File: config.mk
export PLATFORM = sky130hd
export DESIGN_NAME = amp_fault_manager
export DESIGN_NICKNAME = d
export VERILOG_FILES = /design/src/pin_sync.v /design/src/hysteresis_flag.v /design/src/amp_fault_manager.v
export VERILOG_INCLUDE_DIRS = /design/src
export SDC_FILE = /design/constraint.sdc
export NUM_CORES = 1
export LEC_CHECK = 0
export BUFFER_PORTS_ARGS = -buffer_cell sky130_fd_sc_hd__clkbuf_2
export CAP_MARGIN = 15
export CELL_PAD_IN_SITES_DETAIL_PLACEMENT = 0
export CELL_PAD_IN_SITES_GLOBAL_PLACEMENT = 2
export CORE_ASPECT_RATIO = 1.2
export CORE_MARGIN = 4
export CORE_UTILIZATION = 37
export CTS_CLUSTER_SIZE = 28
export DETAILED_ROUTE_END_ITERATION = 8
export HOLD_SLACK_MARGIN = 0.05
export PLACE_DENSITY_LB_ADDON = 0.3
export SYNTH_ARGS = -nofsm -noshare
export SYNTH_HDL_FRONTEND = slang
export SYNTH_SLANG_ARGS = --single-unit
File: constraint.sdc
create_clock -name clock -period 3.25 [get_ports clock]
set_input_delay 0 -clock clock [delete_from_list [all_inputs] [get_ports clock]]
set_output_delay 0 -clock clock [all_outputs]
set_load 0.05 [all_outputs]
File: src/amp_protect_defines.vh
// Constants for the amplifier fault supervisor: register offsets, error vector
// layout, reset values, thresholds and timing figures. Included by the fault supervisor only.
// Assumes a 50 MHz core clock and digital temperature and supply codes from on-chip converters.
//
// Functional notes
// - While switching, watch forward current of every switch that is on.
// - Over-current or short: latch it, stop the power stage, flag the fault pin.
// - By default restart by itself after an over-current shutdown.
// - Check pin-to-pin shorts before switching; refuse to start when one is found.
// - Temperature warning sets bit 4 of the live error register at 124.
// - Temperature error sets bit 5, stops switching, resumes after cooling.
// - Temperature error sets at 150 C and clears at 135 C.
// - Temperature warning sets at 125 C and clears at 105 C.
// - Fault pin is active while warning or error temperature flag is set.
// - Supply lockouts: core and analog 4.2/4.0 V, stage supply 4.3/4.1 V.
// - DC fault only after output outside 0.37..0.63 band for over 700 ms.
// - DC fault stops the stage, drives the fault pin, shows in error register.
// - After DC fault restart only on enable cycling or history-clear toggle.
// - DC protection on after reset; clearing bit 2 of register 0x26 disables it.
// - Fault pin pulled low whenever any error source is active.
// - Error vector: DC 7, short 6, temp error 5, warning 4, UV 3, clock 2, OC 1, cap 0.
// - Accumulated error register at 109 collects all errors; history-clear toggle keeps only the errors live in that cycle.

`ifndef AMP_PROTECT_DEFINES_VH
`define AMP_PROTECT_DEFINES_VH

`define ADDR_DC_SHUTDOWN_CTRL 7'h26
`define ADDR_ERR_HIST_CTRL 7'h2D
`define ADDR_INT_ENABLE 7'h51
`define ADDR_INT_CLEAR 7'h52
`define ADDR_PROT_CTRL 7'h53
`define ADDR_ERR_ACC 7'h6D
`define ADDR_ERR_LIVE 7'h7C
`define ADDR_INT_STATUS 7'h7D

`define DC_SHUTDOWN_CTRL_RESET 8'h04
`define ERR_HIST_CTRL_RESET 8'h00
`define PROT_CTRL_RESET 8'h00
`define INT_ENABLE_RESET 8'h00

`define DC_FAULT_BIT_EN_BIT 2
`define HIST_CLEAR_BIT 2
`define OC_LATCH_MODE_BIT 0

`define ERR_DC_BIT 7
`define ERR_SHORT_BIT 6
`define ERR_TEMP_ERR_BIT 5
`define ERR_TEMP_WARN_BIT 4
`define ERR_UV_BIT 3
`define ERR_CLOCK_BIT 2
`define ERR_OC_BIT 1
`define ERR_FLYCAP_BIT 0

`define TEMP_ERR_SET 8'h96
`define TEMP_ERR_CLR 8'h87
`define TEMP_WARN_SET 8'h7D
`define TEMP_WARN_CLR 8'h69

`define CORE_UV_LOCK_MV 13'h0FA0
`define CORE_UV_RELEASE_MV 13'h1068
`define STAGE_UV_LOCK_MV 13'h1004
`define STAGE_UV_RELEASE_MV 13'h10CC

`define CLK_FREQ_KHZ 50000
`define CLK_FREQ_MHZ 50
`define DC_PERSIST_MS 700
`define OC_RESTART_US 100
`define SHORT_CHECK_US 2

`define PIN_SYNC_INIT 15'h4000

`endif

File: src/pin_sync.v
// Three-stage synchroniser for a group of asynchronous comparator and pin inputs.
// Assumes every bit may change at any time relative to clock.
`timescale 1ns/1ps
module pin_sync #(
	parameter WIDTH = 1,
	parameter [WIDTH-1:0] INIT = {WIDTH{1'b0}}
) (
	input wire clock,
	input wire reset,
	input wire [WIDTH-1:0] pinIn,
	output reg [WIDTH-1:0] pinOut
);
	reg [WIDTH-1:0] stage1_reg;
	reg [WIDTH-1:0] stage2_reg;
	reg [WIDTH-1:0] stage3_reg;
	wire [WIDTH-1:0] agree;

	// A bit is taken over only when stages two and three agree, which filters single-cycle noise.
	assign agree = ~(stage2_reg ^ stage3_reg);

	always @(posedge clock) begin
		if (reset) begin
			stage1_reg <= INIT;
			stage2_reg <= INIT;
			stage3_reg <= INIT;
			pinOut <= INIT;
		end else begin
			stage1_reg <= pinIn;
			stage2_reg <= stage1_reg;
			stage3_reg <= stage2_reg;
			pinOut <= (stage3_reg & agree) | (pinOut & ~agree);
		end
	end
endmodule

File: src/hysteresis_flag.v
// Threshold detector with hysteresis on a digital measurement code.
// Assumes the code comes from logic on the same clock.
`timescale 1ns/1ps
module hysteresis_flag #(
	parameter WIDTH = 8,
	parameter [WIDTH-1:0] SET_LEVEL = {WIDTH{1'b0}},
	parameter [WIDTH-1:0] CLR_LEVEL = {WIDTH{1'b0}},
	parameter RISING = 1,
	parameter RESET_FLAG = 0
) (
	input wire clock,
	input wire reset,
	input wire [WIDTH-1:0] value,
	output reg flag
);
	wire setHit;
	wire clrHit;

	// Rising detectors set at or above the set level; falling ones at or below it.
	assign setHit = (RISING != 0) ? (value >= SET_LEVEL) : (value <= SET_LEVEL);
	assign clrHit = (RISING != 0) ? (value <= CLR_LEVEL) : (value >= CLR_LEVEL);

	always @(posedge clock) begin
		if (reset) begin
			flag <= (RESET_FLAG != 0);
		end else if (setHit) begin
			flag <= 1'b1;
		end else if (clrHit) begin
			flag <= 1'b0;
		end
	end
endmodule

File: src/amp_fault_manager.v
// Fault supervisor for a multi-level audio power stage: start-up short check, over-current
// shutdown and restart, temperature and supply lockouts, DC persistence, error registers,
// open-drain fault pin and a level interrupt.
// Assumes comparator inputs and the enable pin are asynchronous; measurement codes, the
// switch-on vector and the clock-lock flag come from logic on the same clock.
`timescale 1ns/1ps
`include "amp_protect_defines.vh"
module amp_fault_manager #(
	parameter [31:0] DC_PERSIST_CYCLES = `DC_PERSIST_MS * `CLK_FREQ_KHZ,
	parameter [31:0] OC_RESTART_CYCLES = `OC_RESTART_US * `CLK_FREQ_MHZ
) (
	input wire clock,
	input wire reset,
	input wire [6:0] regAddr,
	input wire [7:0] regWrData,
	input wire regWrite,
	input wire regRead,
	output reg [7:0] regRdData,
	input wire [7:0] tempCode,
	input wire [12:0] dvddMv,
	input wire [12:0] avddMv,
	input wire [12:0] pvddMv,
	input wire enableN,
	input wire [3:0] outputSwitchNodeOc,
	input wire [3:0] switchOn,
	input wire pinShortDetect,
	input wire [3:0] dcHighCmp,
	input wire [3:0] dcLowCmp,
	input wire flyCapFault,
	input wire pllUnlocked,
	output reg switchEnable,
	output reg shortCheckEnable,
	output wire errorPinOut,
	output reg errorPinOe,
	output reg irq
);
	localparam [31:0] SHORT_CHECK_CYCLES = `SHORT_CHECK_US * `CLK_FREQ_MHZ;

	localparam [2:0] S_OFF = 3'h0;
	localparam [2:0] S_CHECK = 3'h1;
	localparam [2:0] S_RUN = 3'h2;
	localparam [2:0] S_OC_HOLD = 3'h3;
	localparam [2:0] S_LATCHED = 3'h4;

	function wrHit;
		input [6:0] addr;
		input [6:0] target;
		input strobe;
		begin
			wrHit = strobe && (addr == target);
		end
	endfunction

	// Synchronised pins.
	wire [14:0] pinRaw;
	wire [14:0] pinSync;
	wire enableNSync;
	wire [3:0] ocSync;
	wire shortSync;
	wire [3:0] dcHighSync;
	wire [3:0] dcLowSync;
	wire flyCapSync;

	assign pinRaw = {enableN, outputSwitchNodeOc, pinShortDetect, dcHighCmp, dcLowCmp, flyCapFault};
	assign enableNSync = pinSync[14];
	assign ocSync = pinSync[13:10];
	assign shortSync = pinSync[9];
	assign dcHighSync = pinSync[8:5];
	assign dcLowSync = pinSync[4:1];
	assign flyCapSync = pinSync[0];

	pin_sync #(
		.WIDTH(15),
		.INIT(`PIN_SYNC_INIT)
	) pinSyncInst (
		.clock(clock),
		.reset(reset),
		.pinIn(pinRaw),
		.pinOut(pinSync)
	);

	// Temperature and supply monitors.
	wire tempErrorFlag;
	wire tempWarningFlag;
	wire dvddLow;
	wire avddLow;
	wire pvddLow;
	wire uvAny;

	hysteresis_flag #(
		.WIDTH(8),
		.SET_LEVEL(`TEMP_ERR_SET),
		.CLR_LEVEL(`TEMP_ERR_CLR),
		.RISING(1),
		.RESET_FLAG(0)
	) tempErrInst (
		.clock(clock),
		.reset(reset),
		.value(tempCode),
		.flag(tempErrorFlag)
	);

	hysteresis_flag #(
		.WIDTH(8),
		.SET_LEVEL(`TEMP_WARN_SET),
		.CLR_LEVEL(`TEMP_WARN_CLR),
		.RISING(1),
		.RESET_FLAG(0)
	) tempWarnInst (
		.clock(clock),
		.reset(reset),
		.value(tempCode),
		.flag(tempWarningFlag)
	);

	// Supplies start locked out so that nothing switches before the first valid measurement.
	hysteresis_flag #(
		.WIDTH(13),
		.SET_LEVEL(`CORE_UV_LOCK_MV),
		.CLR_LEVEL(`CORE_UV_RELEASE_MV),
		.RISING(0),
		.RESET_FLAG(1)
	) dvddInst (
		.clock(clock),
		.reset(reset),
		.value(dvddMv),
		.flag(dvddLow)
	);

	hysteresis_flag #(
		.WIDTH(13),
		.SET_LEVEL(`CORE_UV_LOCK_MV),
		.CLR_LEVEL(`CORE_UV_RELEASE_MV),
		.RISING(0),
		.RESET_FLAG(1)
	) avddInst (
		.clock(clock),
		.reset(reset),
		.value(avddMv),
		.flag(avddLow)
	);

	hysteresis_flag #(
		.WIDTH(13),
		.SET_LEVEL(`STAGE_UV_LOCK_MV),
		.CLR_LEVEL(`STAGE_UV_RELEASE_MV),
		.RISING(0),
		.RESET_FLAG(1)
	) pvddInst (
		.clock(clock),
		.reset(reset),
		.value(pvddMv),
		.flag(pvddLow)
	);

	assign uvAny = dvddLow | avddLow | pvddLow;

	// Registers.
	reg [7:0] dcShutdownCtrl_reg;
	reg [7:0] histCtrl_reg;
	reg [7:0] protCtrl_reg;
	reg [7:0] intEnable_reg;
	reg [7:0] intStatus_reg;
	reg [7:0] errAcc_reg;
	reg histClearPulse;
	wire dcProtEnable;
	wire ocLatchMode;

	assign dcProtEnable = dcShutdownCtrl_reg[`DC_FAULT_BIT_EN_BIT];
	assign ocLatchMode = protCtrl_reg[`OC_LATCH_MODE_BIT];

	// Protection state.
	reg [2:0] state_reg;
	reg [2:0] state_next;
	reg [31:0] timer_reg;
	reg [31:0] timer_next;
	reg dcLatched_reg;
	reg shortLatched_reg;
	reg ocLatched_reg;
	wire [3:0] dcTrip;
	wire switching;
	wire ocEvent;
	wire holdOff;
	wire clearEvent;
	wire [7:0] errLive;

	assign switching = (state_reg == S_RUN);
	assign ocEvent = switching && ((ocSync & switchOn) != 4'h0);
	assign holdOff = tempErrorFlag | uvAny | pllUnlocked | enableNSync;
	assign clearEvent = histClearPulse | enableNSync;

	// Each output has its own persistence counter; any return into band restarts it.
	genvar gi;
	generate
		for (gi = 0; gi < 4; gi = gi + 1) begin : dcTimer
			wire outOfBand;
			reg [31:0] count_reg;
			assign outOfBand = dcHighSync[gi] | dcLowSync[gi];
			always @(posedge clock) begin
				if (reset) begin
					count_reg <= 32'h00000000;
				end else if (!outOfBand || !switching || !dcProtEnable) begin
					count_reg <= 32'h00000000;
				end else if (count_reg <= DC_PERSIST_CYCLES) begin
					count_reg <= count_reg + 32'h00000001;
				end
			end
			assign dcTrip[gi] = count_reg > DC_PERSIST_CYCLES;
		end
	endgenerate

	always @* begin
		state_next = state_reg;
		timer_next = timer_reg;
		case (state_reg)
			S_OFF: begin
				if (!holdOff && !dcLatched_reg && !shortLatched_reg) begin
					state_next = S_CHECK;
					timer_next = 32'h00000000;
				end
			end
			S_CHECK: begin
				timer_next = timer_reg + 32'h00000001;
				if (holdOff) begin
					state_next = S_OFF;
				end else if (shortSync) begin
					state_next = S_LATCHED;
				end else if (timer_reg >= SHORT_CHECK_CYCLES - 32'h00000001) begin
					state_next = S_RUN;
				end
			end
			S_RUN: begin
				if (holdOff) begin
					state_next = S_OFF;
				end else if (ocEvent) begin
					state_next = S_OC_HOLD;
					timer_next = 32'h00000000;
				end else if (dcTrip != 4'h0) begin
					state_next = S_LATCHED;
				end
			end
			S_OC_HOLD: begin
				if (timer_reg < OC_RESTART_CYCLES) begin
					timer_next = timer_reg + 32'h00000001;
				end
				if (clearEvent) begin
					state_next = S_OFF;
				end else if (!ocLatchMode && timer_reg >= OC_RESTART_CYCLES && !holdOff) begin
					state_next = S_CHECK;
					timer_next = 32'h00000000;
				end
			end
			S_LATCHED: begin
				if (clearEvent) begin
					state_next = S_OFF;
				end
			end
			default: begin
				state_next = S_OFF;
				timer_next = 32'h00000000;
			end
		endcase
	end

	always @(posedge clock) begin
		if (reset) begin
			state_reg <= S_OFF;
			timer_reg <= 32'h00000000;
			switchEnable <= 1'b0;
			shortCheckEnable <= 1'b0;
		end else begin
			state_reg <= state_next;
			timer_reg <= timer_next;
			switchEnable <= (state_next == S_RUN);
			shortCheckEnable <= (state_next == S_CHECK);
		end
	end

	// Fault latches: a new fault in the same cycle as a clear is kept.
	always @(posedge clock) begin
		if (reset) begin
			dcLatched_reg <= 1'b0;
			shortLatched_reg <= 1'b0;
			ocLatched_reg <= 1'b0;
		end else begin
			if (state_reg == S_RUN && !holdOff && !ocEvent && dcTrip != 4'h0) begin
				dcLatched_reg <= 1'b1;
			end else if (clearEvent) begin
				dcLatched_reg <= 1'b0;
			end
			if (state_reg == S_CHECK && !holdOff && shortSync) begin
				shortLatched_reg <= 1'b1;
			end else if (clearEvent) begin
				shortLatched_reg <= 1'b0;
			end
			if (ocEvent && !holdOff) begin
				ocLatched_reg <= 1'b1;
			end else if (clearEvent || (state_reg == S_OC_HOLD && state_next == S_CHECK)) begin
				ocLatched_reg <= 1'b0;
			end
		end
	end

	assign errLive = {dcLatched_reg, shortLatched_reg, tempErrorFlag, tempWarningFlag,
		uvAny, pllUnlocked, ocLatched_reg, flyCapSync};

	// The pin is only ever pulled low; the external pull-up provides the high level.
	assign errorPinOut = 1'b0;

	always @(posedge clock) begin
		if (reset) begin
			errorPinOe <= 1'b0;
			irq <= 1'b0;
		end else begin
			errorPinOe <= (errLive != 8'h00);
			irq <= ((intStatus_reg & intEnable_reg) != 8'h00);
		end
	end

	// Software side. The history clear acts on any change of its bit, in either direction.
	always @(posedge clock) begin
		if (reset) begin
			dcShutdownCtrl_reg <= `DC_SHUTDOWN_CTRL_RESET;
			histCtrl_reg <= `ERR_HIST_CTRL_RESET;
			protCtrl_reg <= `PROT_CTRL_RESET;
			intEnable_reg <= `INT_ENABLE_RESET;
			histClearPulse <= 1'b0;
		end else begin
			histClearPulse <= 1'b0;
			if (wrHit(regAddr, `ADDR_DC_SHUTDOWN_CTRL, regWrite)) begin
				dcShutdownCtrl_reg <= regWrData;
			end
			if (wrHit(regAddr, `ADDR_ERR_HIST_CTRL, regWrite)) begin
				histCtrl_reg <= regWrData;
				histClearPulse <= regWrData[`HIST_CLEAR_BIT] != histCtrl_reg[`HIST_CLEAR_BIT];
			end
			if (wrHit(regAddr, `ADDR_PROT_CTRL, regWrite)) begin
				protCtrl_reg <= regWrData;
			end
			if (wrHit(regAddr, `ADDR_INT_ENABLE, regWrite)) begin
				intEnable_reg <= regWrData;
			end
		end
	end

	always @(posedge clock) begin
		if (reset) begin
			errAcc_reg <= 8'h00;
			intStatus_reg <= 8'h00;
		end else begin
			errAcc_reg <= (histClearPulse ? 8'h00 : errAcc_reg) | errLive;
			if (wrHit(regAddr, `ADDR_INT_CLEAR, regWrite)) begin
				intStatus_reg <= (intStatus_reg & ~regWrData) | errLive;
			end else begin
				intStatus_reg <= intStatus_reg | errLive;
			end
		end
	end

	always @(posedge clock) begin
		if (reset) begin
			regRdData <= 8'h00;
		end else if (regRead) begin
			case (regAddr)
				`ADDR_DC_SHUTDOWN_CTRL: regRdData <= dcShutdownCtrl_reg;
				`ADDR_ERR_HIST_CTRL: regRdData <= histCtrl_reg;
				`ADDR_INT_ENABLE: regRdData <= intEnable_reg;
				`ADDR_PROT_CTRL: regRdData <= protCtrl_reg;
				`ADDR_ERR_ACC: regRdData <= errAcc_reg;
				`ADDR_ERR_LIVE: regRdData <= errLive;
				`ADDR_INT_STATUS: regRdData <= intStatus_reg;
				default: regRdData <= 8'h00;
			endcase
		end else begin
			regRdData <= 8'h00;
		end
	end
endmodule

==> metrics.md, run 1 <==
| Metric | Value |
|---|---|
| Status | finished clean |
| CTS H-Tree Depth | 2 |
| Clock Path Buffers | 3 |
| VDD IR-drop max | roughly 0.00028 V |
| Ant diodes | 0 |
| Clk root buf | clkbuf_16 |
| Slew of the pin with the lowest slew margin | between 0.7 and 0.8 ns |
| Chip height | between 200 and 250 um |
| Hold Path Class | input pin to flip-flop |
| Clock power share | 0.509 |
| Post-synthesis mux area share | 0.02788 |
| Share of layout cells above drive strength 1 | 0.1334 |
| Fmax | 0.3379 GHz |
| Setup TNS Final | 0 ns |
| Min Clock Period, post-route | 2.959 ns |
| Net count after synthesis | ~1.6k |
| I/O pin total | between 90 and 100 |
| Fillcell total | 3,393 |
| Vias/cell | approximately 5 |
| Final WL | 32.08 mm |
| Post-CTS setup buffer count | 0 |
| Placed cell areas | 0.01376 sq mm |
| Post-Syn Instances | approximately 1.5k |
| P_sw | 0.001638 W |
| Max Cap Viol | 0 |
| Ys flop type | dfxtp_1 |
| Post-synth ARST share | 0 |
| # resized after CTS | 0 |
| M2 GR Usage | 0.2967 |
| Post-synthesis xor/xnor area fraction | 0.05379 |
| Worst path required time | between 3 and 4 ns |
| Met3 Use GR | 0.02739 |
| Hold WS | 0.08540 ns |
| P_int | 0.006231 W |
| Post-synthesis adder-cell area fraction | 0.009852 |
| Delay-heaviest family, CP | compound AO/OA/AOI/OAI gates |
| GP Congestion | between 0.7 and 0.8 |
| Gr busiest metal | met2 |
| Largest net degree at the start of global routing | 148 |
| RSZ-0062 raised after global routing | false |
| Yosys warns | 0 |
| Initial antenna violation count | 0 |
| Fin Clk Skew | 0.01273 ns |
| Most frequent cell after synthesis | dfxtp_1 |
| Post-CTS Hold Fix Bufs | 47 |
| Post-synth EDFFs | 0 |
| Tot GR Track Use | 0.1715 |
| Initial Util | 0.3737 |
| Area contributors post-synth | dfxtp_1 46%, nor2_1 5.3%, a21oi_1 4.4%, nand2_1 3.8%, nand3_1 2.9% |
| Width of the die | 177.1 um |
| Number of clock buffers inserted by TritonCTS | 35 |
| Worst path slowest cell | or4_1 |
| Worst-path maximum fanout | 18 |
| Synth Area per Inst | roughly 8.6 sq um |
| Crit start category | flip-flop |
| Synth unique cells | 74 |
| Final core utilization | 0.4536 |
| Slowest stage delay, CP | 0.54 ns |
| Yosys reg bits | 292 |
| Commonest cells post-synth | 292 x dfxtp_1, 180 x nor2_1, 128 x nand2_1, 111 x a21oi_1, 74 x nand3_1 |
| CP cell instances | or4_1 > a311o_1 > a211oi_1 > a211oi_1 > or2_1 > o21ai_0 > a21oi_1 |
| Layout Nets | 1,724 |
| Hold Vio Cnt, Final | 0 |
| Post-synthesis compound-gate area fraction | 0.1332 |
| Sequential fraction of the synthesis area | 0.4603 |
| Final HPWL DP | 21.44 mm |
| Main combinational cell family by area after synthesis | simple AND/OR/NAND/NOR gates |
| CP most frequent cell | a211oi_1 |
| Grt total ovfl | 0 |
| # DRC | 0 |
| Clock latency at the later pin of the worst-skew pair | 0.51 ns |
| WS Path Type | flip-flop to flip-flop |
| Simple-gate portion of the synthesized area | 0.2832 |
| Switching Share | 0.2082 |
| Tcrit/Tclk final | 0.9106 |
| Initial DRC count | 731 |
| Vias in the first global route | 10.70k |
| Post-DRT Antenna Nets | 0 |
| Finished Cell Area | roughly 0.015 sq mm |
| Multi-input combinational cell area | about 0.0065 sq mm |
| Worst Setup End Kind | flip-flop |
| Yosys top cell area share | 0.4603 |
| Reg power frac | 0.462 |
| DRT Pass-1 Iters | 5 |
| CTS clk-pin slew, worst paths | 0.06 ns |
| CTS sink cnt | 292 |
| Number of port buffers | 97 |
| Combinational group share of total power | 0.029 |
| Buffers and inverters on the worst path | 0 |
| Post-synth top area cell | dfxtp_1 |
| Via count | 10.84k |
| Slew Viols, Final | 0 |
| Synth-to-Final Area Change | 21.38% |
| Seq. cell area | around 0.0058 sq mm |
| GRT met1 Usage | 0.2235 |
| Core area | 0.03398 sq mm |
| Leakage | 5.510 nW |
| Largest register FFs | roughly 130 |
| Slew headroom | 0.5309 |
| First-pass GRT wire length | 53.61 mm |
| Row cnt | 74 |
| Worst path arrival time | 3.33 ns |
| Die Area | 0.03736 sq mm |
| Pwr Total | ~0.0079 W |
| Post-Synthesis Cell Area | around 0.013 sq mm |
| # setup viols final | 0 |
| CTS tree | done |
| PwrDens | roughly 510 mW/mm^2 |
| Routed len/inst | 15.24 um |
stage by stage:
stage               setup slack (ns)  std cells
floorplan                     0.6376       1481
global placement              0.3219       2000
detailed placement            0.2590       2000
CTS                           0.2457       2105
global route                0.003734       2105
finish                        0.2906       2105
cell type report:
| type | count | area share |
|---|---|---|
| inverter | 38 | 0.009253 |
| clock buffer | 48 | 0.06859 |
| sequential | 292 | 0.3792 |
| multi-input combinational | 1087 | 0.4198 |
| timing repair buffer | 174 | 0.07760 |
| tap | 456 | 0.03701 |
| clock inverter | 10 | 0.008523 |
worst paths after layout:
path | startpoint | slack [ns] | endpoint | depth (start not counted)
hold / removal | regWrite | 0.09 | histCtrl_reg[6] | 3
hold reg to reg | pinSyncInst.stage1_reg[14] | 0.41 | pinSyncInst.stage2_reg[14] | 1
setup / recovery | timer_reg[3] | 0.29 | timer_reg[6] | 7
setup reg to reg | timer_reg[3] | 0.29 | timer_reg[6] | 7
power by group through the flow:
stage / registers, W / logic (W) / clock network, W
after floorplan: 0.00371 / 0.0000917 / 0
after global placement: 0.00372 / 0.000183 / 0
after detailed placement: 0.00372 / 0.000183 / 0
after CTS: 0.00364 / 0.000226 / 0.00415
after global routing: 0.00364 / 0.000249 / 0.00428
final: 0.00364 / 0.000225 / 0.00401
worst min-delay path, delay by kind of cell:
family / cells / cell delay, ns
buffers and inverters: 1 / 0.30
AO/OA/AOI/OAI: 1 / 0.05
AND/OR/NAND/NOR: 1 / 0.18
per-layer routing:
layer	vias to the layer above	wire length, um
met5	-	0
met4	0	712
met3	48	1093
met2	162	15380
met1	5071	14890
li1	5554	-
logic make-up after synthesis:
| family | after synthesis |
|---|---|
| AND/OR/NAND/NOR | 695 |
| XOR/XNOR | 78 |
| AO/OA/AOI/OAI | 269 |
| flip-flops | 292 |
| multiplexers | 34 |
| buffers and inverters | 102 |
| other | 1 |
| adder cells (fa/ha/maj) | 10 |
layout by cell type (no fill, tap or decap), types with 9 or more instances in the layout:
cell	instances
nor2_1	180
o21ai_0	50
and2_1	31
nand2_1	128
or3_1	34
dfxtp_1	292
and3_1	32
inv_1	38
nand3_1	74
buf_4	30
dlygate4sd3_1	47
clkbuf_8	9
nor3_1	37
nor4_1	24
clkbuf_2	96
xor2_1	42
a21oi_1	110
mux2i_1	23
or4_1	14
nand4_1	38
clkbuf_16	37
a31oi_1	18
xnor2_1	36
ha_1	10
nor2b_1	46
mux2_2	11
Power figures use the tool's default switching activity.
==> run 2, diff against run 1 <==
BUFFER_PORTS_ARGS = -buffer_cell sky130_fd_sc_hd__buf_4   (was -buffer_cell sky130_fd_sc_hd__clkbuf_2)
==> run 2 against run 1 <==
Effect of this change:
- register-to-register slack better by 0.04 ns
- combinational power is 16% higher
- die area is the same
- critical path depth stayed put
- worst setup slack improved by 0.036 ns
- wire length is 0.75% lower
- first-iteration DRC count down 31%
- clock-buffer cell count up 5
- utilization rose by 0.94 points
- clock power rose by 2%
- via count grew 0.79%
- critical endpoint is now timer_reg[29]
- largest cell class unchanged
==> metrics.md, run 2 (same netlist as run 1, synthesis figures left out) <==
| Metric | Value |
|---|---|
| Initial DRC count | 504 (was 731) |
| WS Path Type | flip-flop to flip-flop (unchanged) |
| Synth-to-Final Area Change | 23.88% (was 21.38%) |
| Final WL | 31.84 mm (was 32.08 mm) |
| # resized after CTS | 0 (unchanged) |
| Worst path arrival time | 3.30 ns (was 3.33 ns) |
| Chip height | 211.0 um (unchanged) |
| Leakage | 5.606 nW (was 5.510 nW) |
| GP Congestion | 0.7999 (was 0.7882) |
| Worst R2R Setup Slack | 0.33 ns (was 0.29 ns) |
| Hold depth | 5 (was 3) |
| Ant diodes | 0 (unchanged) |
| Slew headroom | 0.4770 (was 0.5309) |
| Worst-path maximum fanout | 18 (unchanged) |
| Clk root buf | clkbuf_16 (unchanged) |
| Max Cap Viol | 0 (unchanged) |
| RSZ-0062 raised after global routing | false (unchanged) |
| Cells after DPL | 2,000 (unchanged) |
| # DRC | 0 (unchanged) |
| CTS clk-pin slew, worst paths | 0.06 ns (about the same) |
| DRT Pass-1 Iters | 7 (was 5) |
| Hold Path Class | input pin to flip-flop (unchanged) |
| First-pass GRT wire length | 53.63 mm (was 53.61 mm) |
| Crit start category | flip-flop (unchanged) |
| Row cnt | 74 (unchanged) |
| Die Area | 0.03736 sq mm (unchanged) |
| Critical R2R Capture | timer_reg[29] (was timer_reg[6]) |
| Initial antenna violation count | 0 (unchanged) |
| Finished Cell Area | 0.01573 sq mm (was 0.01541 sq mm) |
| Via count | 10.92k (was 10.84k) |
| Non-filler cells, final | 2,114 (was 2,105) |
| VDD IR-drop max | 0.0002606 V (was 0.0002775 V) |
| Tot GR Track Use | 0.1698 (was 0.1715) |
| Largest register FFs | 128 (unchanged) |
| Slew Viols, Final | 0 (unchanged) |
| Placed cell areas | 0.01398 sq mm (was 0.01376 sq mm) |
| Worst Setup End Kind | flip-flop (unchanged) |
| CTS sink cnt | 292 (unchanged) |
| Clock Path Buffers | 3 (unchanged) |
| # setup viols final | 0 (unchanged) |
| Largest net degree at the start of global routing | 76 (was 148) |
| Core area | 0.03398 sq mm (unchanged) |
| Hold Vio Cnt, Final | 0 (unchanged) |
| Number of clock buffers inserted by TritonCTS | 34 (was 35) |
| Clock latency at the later pin of the worst-skew pair | 0.51 ns (about the same) |
| Vias/cell | 5.166 (was 5.147) |
| Share of layout cells above drive strength 1 | 0.1315 (was 0.1334) |
| Commonest non-fill, non-tap cell in the layout | dfxtp_1 (unchanged) |
| Setup TNS Final | 0 ns (unchanged) |
| Status | finished clean (unchanged) |
| Fin Clk Skew | 0.009414 ns (was 0.01273 ns) |
| CTS H-Tree Depth | 2 (unchanged) |
| Worst path required time | 3.62 ns (about the same) |
| PwrDens | 507.0 mW/mm^2 (was 510.5 mW/mm^2) |
| Reg2reg start | timer_reg[3] (unchanged) |
| Hold_sp | regAddr[1] (was regWrite) |
| Routed len/inst | 15.06 um (was 15.24 um) |
| Layout Nets | 1,729 (was 1,724) |
| Min Clock Period, post-route | 2.923 ns (was 2.959 ns) |
| CTS tree | done (unchanged) |
| Setup WS pre-CTS | 0.3068 ns (was 0.2590 ns) |
| Tcrit/Tclk final | 0.8995 (was 0.9106) |
| I/O pin total | 99 (unchanged) |
| Final worst slack | 0.3267 ns (was 0.2906 ns) |
| Slew of the pin with the lowest slew margin | 0.7844 ns (was 0.7037 ns) |
| Width of the die | 177.1 um (unchanged) |
| Fmax | 0.3421 GHz (was 0.3379 GHz) |
| Worst-case reg-to-reg path depth | 7 (unchanged) |
| Final HPWL DP | 21.38 mm (was 21.44 mm) |
| Most frequent cells in the layout | 292 x dfxtp_1, 180 x nor2_1, 128 x nand2_1 (unchanged) |
| Initial Util | 0.3737 (unchanged) |
| Number of port buffers | 97 (unchanged) |
| Worst Hold End | regRdData[6] (was histCtrl_reg[6]) |
| Post-DRT Antenna Nets | 0 (unchanged) |
| Vias in the first global route | 10.90k (was 10.70k) |
| Pwr Total | 0.007976 W (was 0.007869 W) |
| Grt total ovfl | 0 (unchanged) |
[run 2: changes by cell type in the layout (fill, tap and decap cells not counted), sizes merged]
cell / previous run / this run
clkinv: 6 / 3
buf: 31 / 127
inv: 39 / 38
clkbuf: 144 / 53
bufinv: 3 / 4
clkinvlp: 0 / 1
dlygate4sd3: 47 / 53
[run 2: through the flow]
| stage | hold slack [ns] | utilization |
|---|---|---|
| 6_report | 0.08644 | 0.4630 |
| 5_1_grt | 0.1159 | 0.4630 |
| 4_1_cts | 0.06611 | 0.4630 |
| 3_5_place_dp | 0.1871 | 0.4115 |
| 3_3_place_gp | 0.1846 | 0.4115 |
| 2_1_floorplan | 0.07183 | - |
[run 2: area by class of cell]
| class | instances | area, sq um |
|---|---|---|
| tap | 456 | 570.5 |
| inverter | 38 | 142.6 |
| multi-input combinational | 1087 | 6471 |
| fill | 3388 | 18250 |
| clock buffer | 53 | 1076 |
| clock inverter | 8 | 142.6 |
| sequential | 292 | 5846 |
| timing repair buffer | 180 | 1484 |
[run 2: critical path, stage by stage, from the launching register on]
cell	delay, ns
dfxtp_1	0.36
or4_1	0.54
a311o_1	0.40
a211oi_1	0.43
a211oi_1	0.18
or2_1	0.52
o21ai_0	0.27
a21oi_1	0.09
[run 2: timing repair]
| action | 4_1_cts | 5_1_grt |
|---|---|---|
| hold endpoints to repair | 82 | 0 |
| setup buffers | 0 | 0 |
| hold buffers | 53 | 0 |
[run 2: worst max path at each step]
| stage | from | to | slack [ns] | cells after the start |
|---|---|---|---|---|
| detailed placement | dcTimer[0].count_reg[21] | dcTimer[0].count_reg[18] | 0.31 | 6 |
| finish | timer_reg[3] | timer_reg[29] | 0.33 | 7 |
| global placement | timer_reg[3] | timer_reg[25] | 0.36 | 7 |
| global route | timer_reg[3] | timer_reg[9] | 0.13 | 7 |
| floorplan | dcTimer[0].count_reg[21] | dcTimer[0].count_reg[5] | 0.64 | 8 |
| CTS | dcTimer[0].count_reg[21] | dcTimer[0].count_reg[18] | 0.30 | 6 |
[run 2: per-layer routing]
metal / part of all wire / track usage / vias up / wire length [um]
met5: 0 / 0 / - / 0
met4: 0.022 / 0.04857 / 0 / 696
met3: 0.034 / 0.02596 / 52 / 1094
met2: 0.48 / 0.2930 / 173 / 15250
met1: 0.46 / 0.2212 / 5127 / 14790
li1: - / - / 5569 / -
[run 2: report_power, final]
group / total [W] / switching [W] / internal, W
combinational: 0.000262 / 0.000114 / 0.000148
clock: 0.00408 / 0.00149 / 0.00259
sequential: 0.00364 / 0.0000206 / 0.00362
==> run 3, diff against run 2 <==
HOLD_SLACK_MARGIN = 0.15   (was 0.05)
SLEW_MARGIN = 0   (was unset)
==> run 3 against run 2 <==
Effect of this change:
- final cell count is 0.24% higher
- non-clock buffer count is 5 higher
- global-route usage hardly changed
- sequential power hardly changed
- worst setup slack worse by 0.0048 ns
- critical path depth stayed put
- fmax is 0.17% lower
- via count is 0.25% higher
- hold slack better by 0.15 ns
- flip-flop and latch count stayed put
- clock skew is 0.00068 ns lower
- total power hardly changed
- critical path type unchanged
==> metrics.md, run 3 (same netlist as run 1, synthesis figures left out) <==
| Metric | Value |
|---|---|
| Switching Share | 0.2033 (was 0.2032) |
| Post-DRT Antenna Nets | 0 (unchanged) |
| Reg power frac | 0.456 (about the same) |
| Initial DRC count | 575 (was 504) |
| Ant diodes | 0 (unchanged) |
| Clock power share | 0.511 (about the same) |
| Multi-input combinational cell area | 0.006471 sq mm (unchanged) |
| Row cnt | 74 (unchanged) |
| Worst Setup End Kind | flip-flop (unchanged) |
| Hold Vio Cnt, Final | 0 (unchanged) |
| Final WL | 31.90 mm (was 31.84 mm) |
| Worst-path maximum fanout | 18 (unchanged) |
| Worst-case reg-to-reg path depth | 7 (unchanged) |
| Max Cap Viol | 0 (unchanged) |
| WS Path Type | flip-flop to flip-flop (unchanged) |
| Fmax | 0.3415 GHz (was 0.3421 GHz) |
| CTS sink cnt | 292 (unchanged) |
| Vias/cell | 5.167 (was 5.166) |
| Clock Path Buffers | 3 (unchanged) |
| GP Congestion | 0.7999 (unchanged) |
| Final HPWL DP | 21.38 mm (unchanged) |
| Initial Util | 0.3737 (unchanged) |
| Slew Viols, Final | 0 (unchanged) |
| Share of layout cells above drive strength 1 | 0.1311 (was 0.1315) |
| PwrDens | 505.7 mW/mm^2 (was 507.0 mW/mm^2) |
| Vias in the first global route | 10.94k (was 10.90k) |
| Worst path required time | 3.62 ns (about the same) |
| Hold Path Class | input pin to flip-flop (unchanged) |
| Combinational group share of total power | 0.033 (about the same) |
| Seq. cell area | 0.005846 sq mm (unchanged) |
| I/O pin total | 99 (unchanged) |
| Routed len/inst | 15.05 um (was 15.06 um) |
| Slew of the pin with the lowest slew margin | 0.7943 ns (was 0.7844 ns) |
| RSZ-0062 raised after global routing | false (unchanged) |
| Worst R2R Setup Slack | 0.32 ns (was 0.33 ns) |
| # DRC | 0 (unchanged) |
| First-pass GRT wire length | 53.76 mm (was 53.63 mm) |
| CTS H-Tree Depth | 2 (unchanged) |
| Crit start category | flip-flop (unchanged) |
| P_sw | 0.001623 W (was 0.001621 W) |
| Tot GR Track Use | 0.1702 (was 0.1698) |
| Width of the die | 177.1 um (unchanged) |
| Fin Clk Skew | 0.008733 ns (was 0.009414 ns) |
| Setup TNS Final | 0 ns (unchanged) |
| Number of clock buffers inserted by TritonCTS | 34 (unchanged) |
| Hold WS | 0.2402 ns (was 0.08644 ns) |
| Grt total ovfl | 0 (unchanged) |
| Via count | 10.95k (was 10.92k) |
| Pwr Total | 0.007982 W (was 0.007976 W) |
| Commonest non-fill, non-tap cell in the layout | dfxtp_1 (unchanged) |
| Initial antenna violation count | 0 (unchanged) |
| CTS tree | done (unchanged) |
| Hold depth | 7 (was 5) |
| # setup viols final | 0 (unchanged) |
| Tcrit/Tclk final | 0.9010 (was 0.8995) |
| Core area | 0.03398 sq mm (unchanged) |
| P_int | 0.006359 W (was 0.006355 W) |
| Clk root buf | clkbuf_16 (unchanged) |
| Worst path arrival time | 3.30 ns (about the same) |
| Status | finished clean (unchanged) |
| Chip height | 211.0 um (unchanged) |
| Largest net degree at the start of global routing | 76 (unchanged) |
| Fillcell total | 3,384 (was 3,388) |
| Leakage | 5.629 nW (was 5.606 nW) |
| Largest register FFs | 128 (unchanged) |
| Layout Nets | 1,734 (was 1,729) |
| CTS clk-pin slew, worst paths | 0.06 ns (about the same) |
| Synth-to-Final Area Change | 24.28% (was 23.88%) |
| Min Clock Period, post-route | 2.928 ns (was 2.923 ns) |
| Die Area | 0.03736 sq mm (unchanged) |
| Number of port buffers | 97 (unchanged) |
| Slew headroom | 0.4705 (was 0.4770) |
| VDD IR-drop max | 0.0002605 V (was 0.0002606 V) |
| Clock latency at the later pin of the worst-skew pair | 0.51 ns (about the same) |
| Most frequent cells in the layout | 292 x dfxtp_1, 180 x nor2_1, 128 x nand2_1 (unchanged) |
| DRT Pass-1 Iters | 6 (was 7) |
==> run 3: cell types whose count changed in the layout (fill, tap and decap cells not counted), sizes merged <==
| cell | change |
|---|---|
| dlygate4sd3 | +5 |
==> run 3: critical path: stages (launching register included) <==
cell,delay [ns]
dfxtp_1,0.36
or4_1,0.54
a311o_1,0.40
a211oi_1,0.43
a211oi_1,0.18
or2_1,0.52
o21ai_0,0.27
a21oi_1,0.09
==> run 3: stage by stage <==
step	instance area, sq um	setup WS [ns]	util	cells
global route	15780	0.1343	0.4645	2119
finish	15780	0.3218	0.4645	2119
global placement	13980	0.3621	0.4115	2000
floorplan	12700	0.6376	-	1481
detailed placement	13980	0.3068	0.4115	2000
CTS	15780	0.3048	0.4645	2119
==> run 3: final timing paths <==
| check | endpoint | from |
|---|---|---|
| worst min register to register | pinSyncInst.stage2_reg[14] | pinSyncInst.stage1_reg[14] |
| worst max-delay path | timer_reg[29] | timer_reg[3] |
| worst min-delay path | shortCheckEnable | switchOn[3] |
| worst max register to register | timer_reg[29] | timer_reg[3] |
==> run 3: layer usage <==
layer	track usage	wire, um	vias up
li1	-	-	5572
met1	0.2215	14670	5135
met2	0.2936	15290	189
met3	0.02560	1213	52
met4	0.04991	724	0
met5	0	0	-
==> run 3: area by class of cell <==
type | count | area share
sequential | 292 | 0.3704
inverter | 38 | 0.009038
multi-input combinational | 1087 | 0.4100
tap | 456 | 0.03615
clock buffer | 53 | 0.06818
timing repair buffer | 185 | 0.09719
clock inverter | 8 | 0.009038
==> run 3: power by group through the flow <==
stage / Combinational (W) / Clock, W / Sequential [W]
after detailed placement: 0.000212 / 0 / 0.00371
after global placement: 0.000211 / 0 / 0.00371
final: 0.000266 / 0.00408 / 0.00364
after global routing: 0.000291 / 0.00434 / 0.00364
after CTS: 0.000267 / 0.00422 / 0.00364
after floorplan: 0.0000917 / 0 / 0.00371
==> run 3: what timing repair did <==
action	CTS	global route
hold endpoints to repair	83	0
setup endpoints to repair	0	0
setup buffers	0	0
resized for setup	0	0
hold buffers	58	0
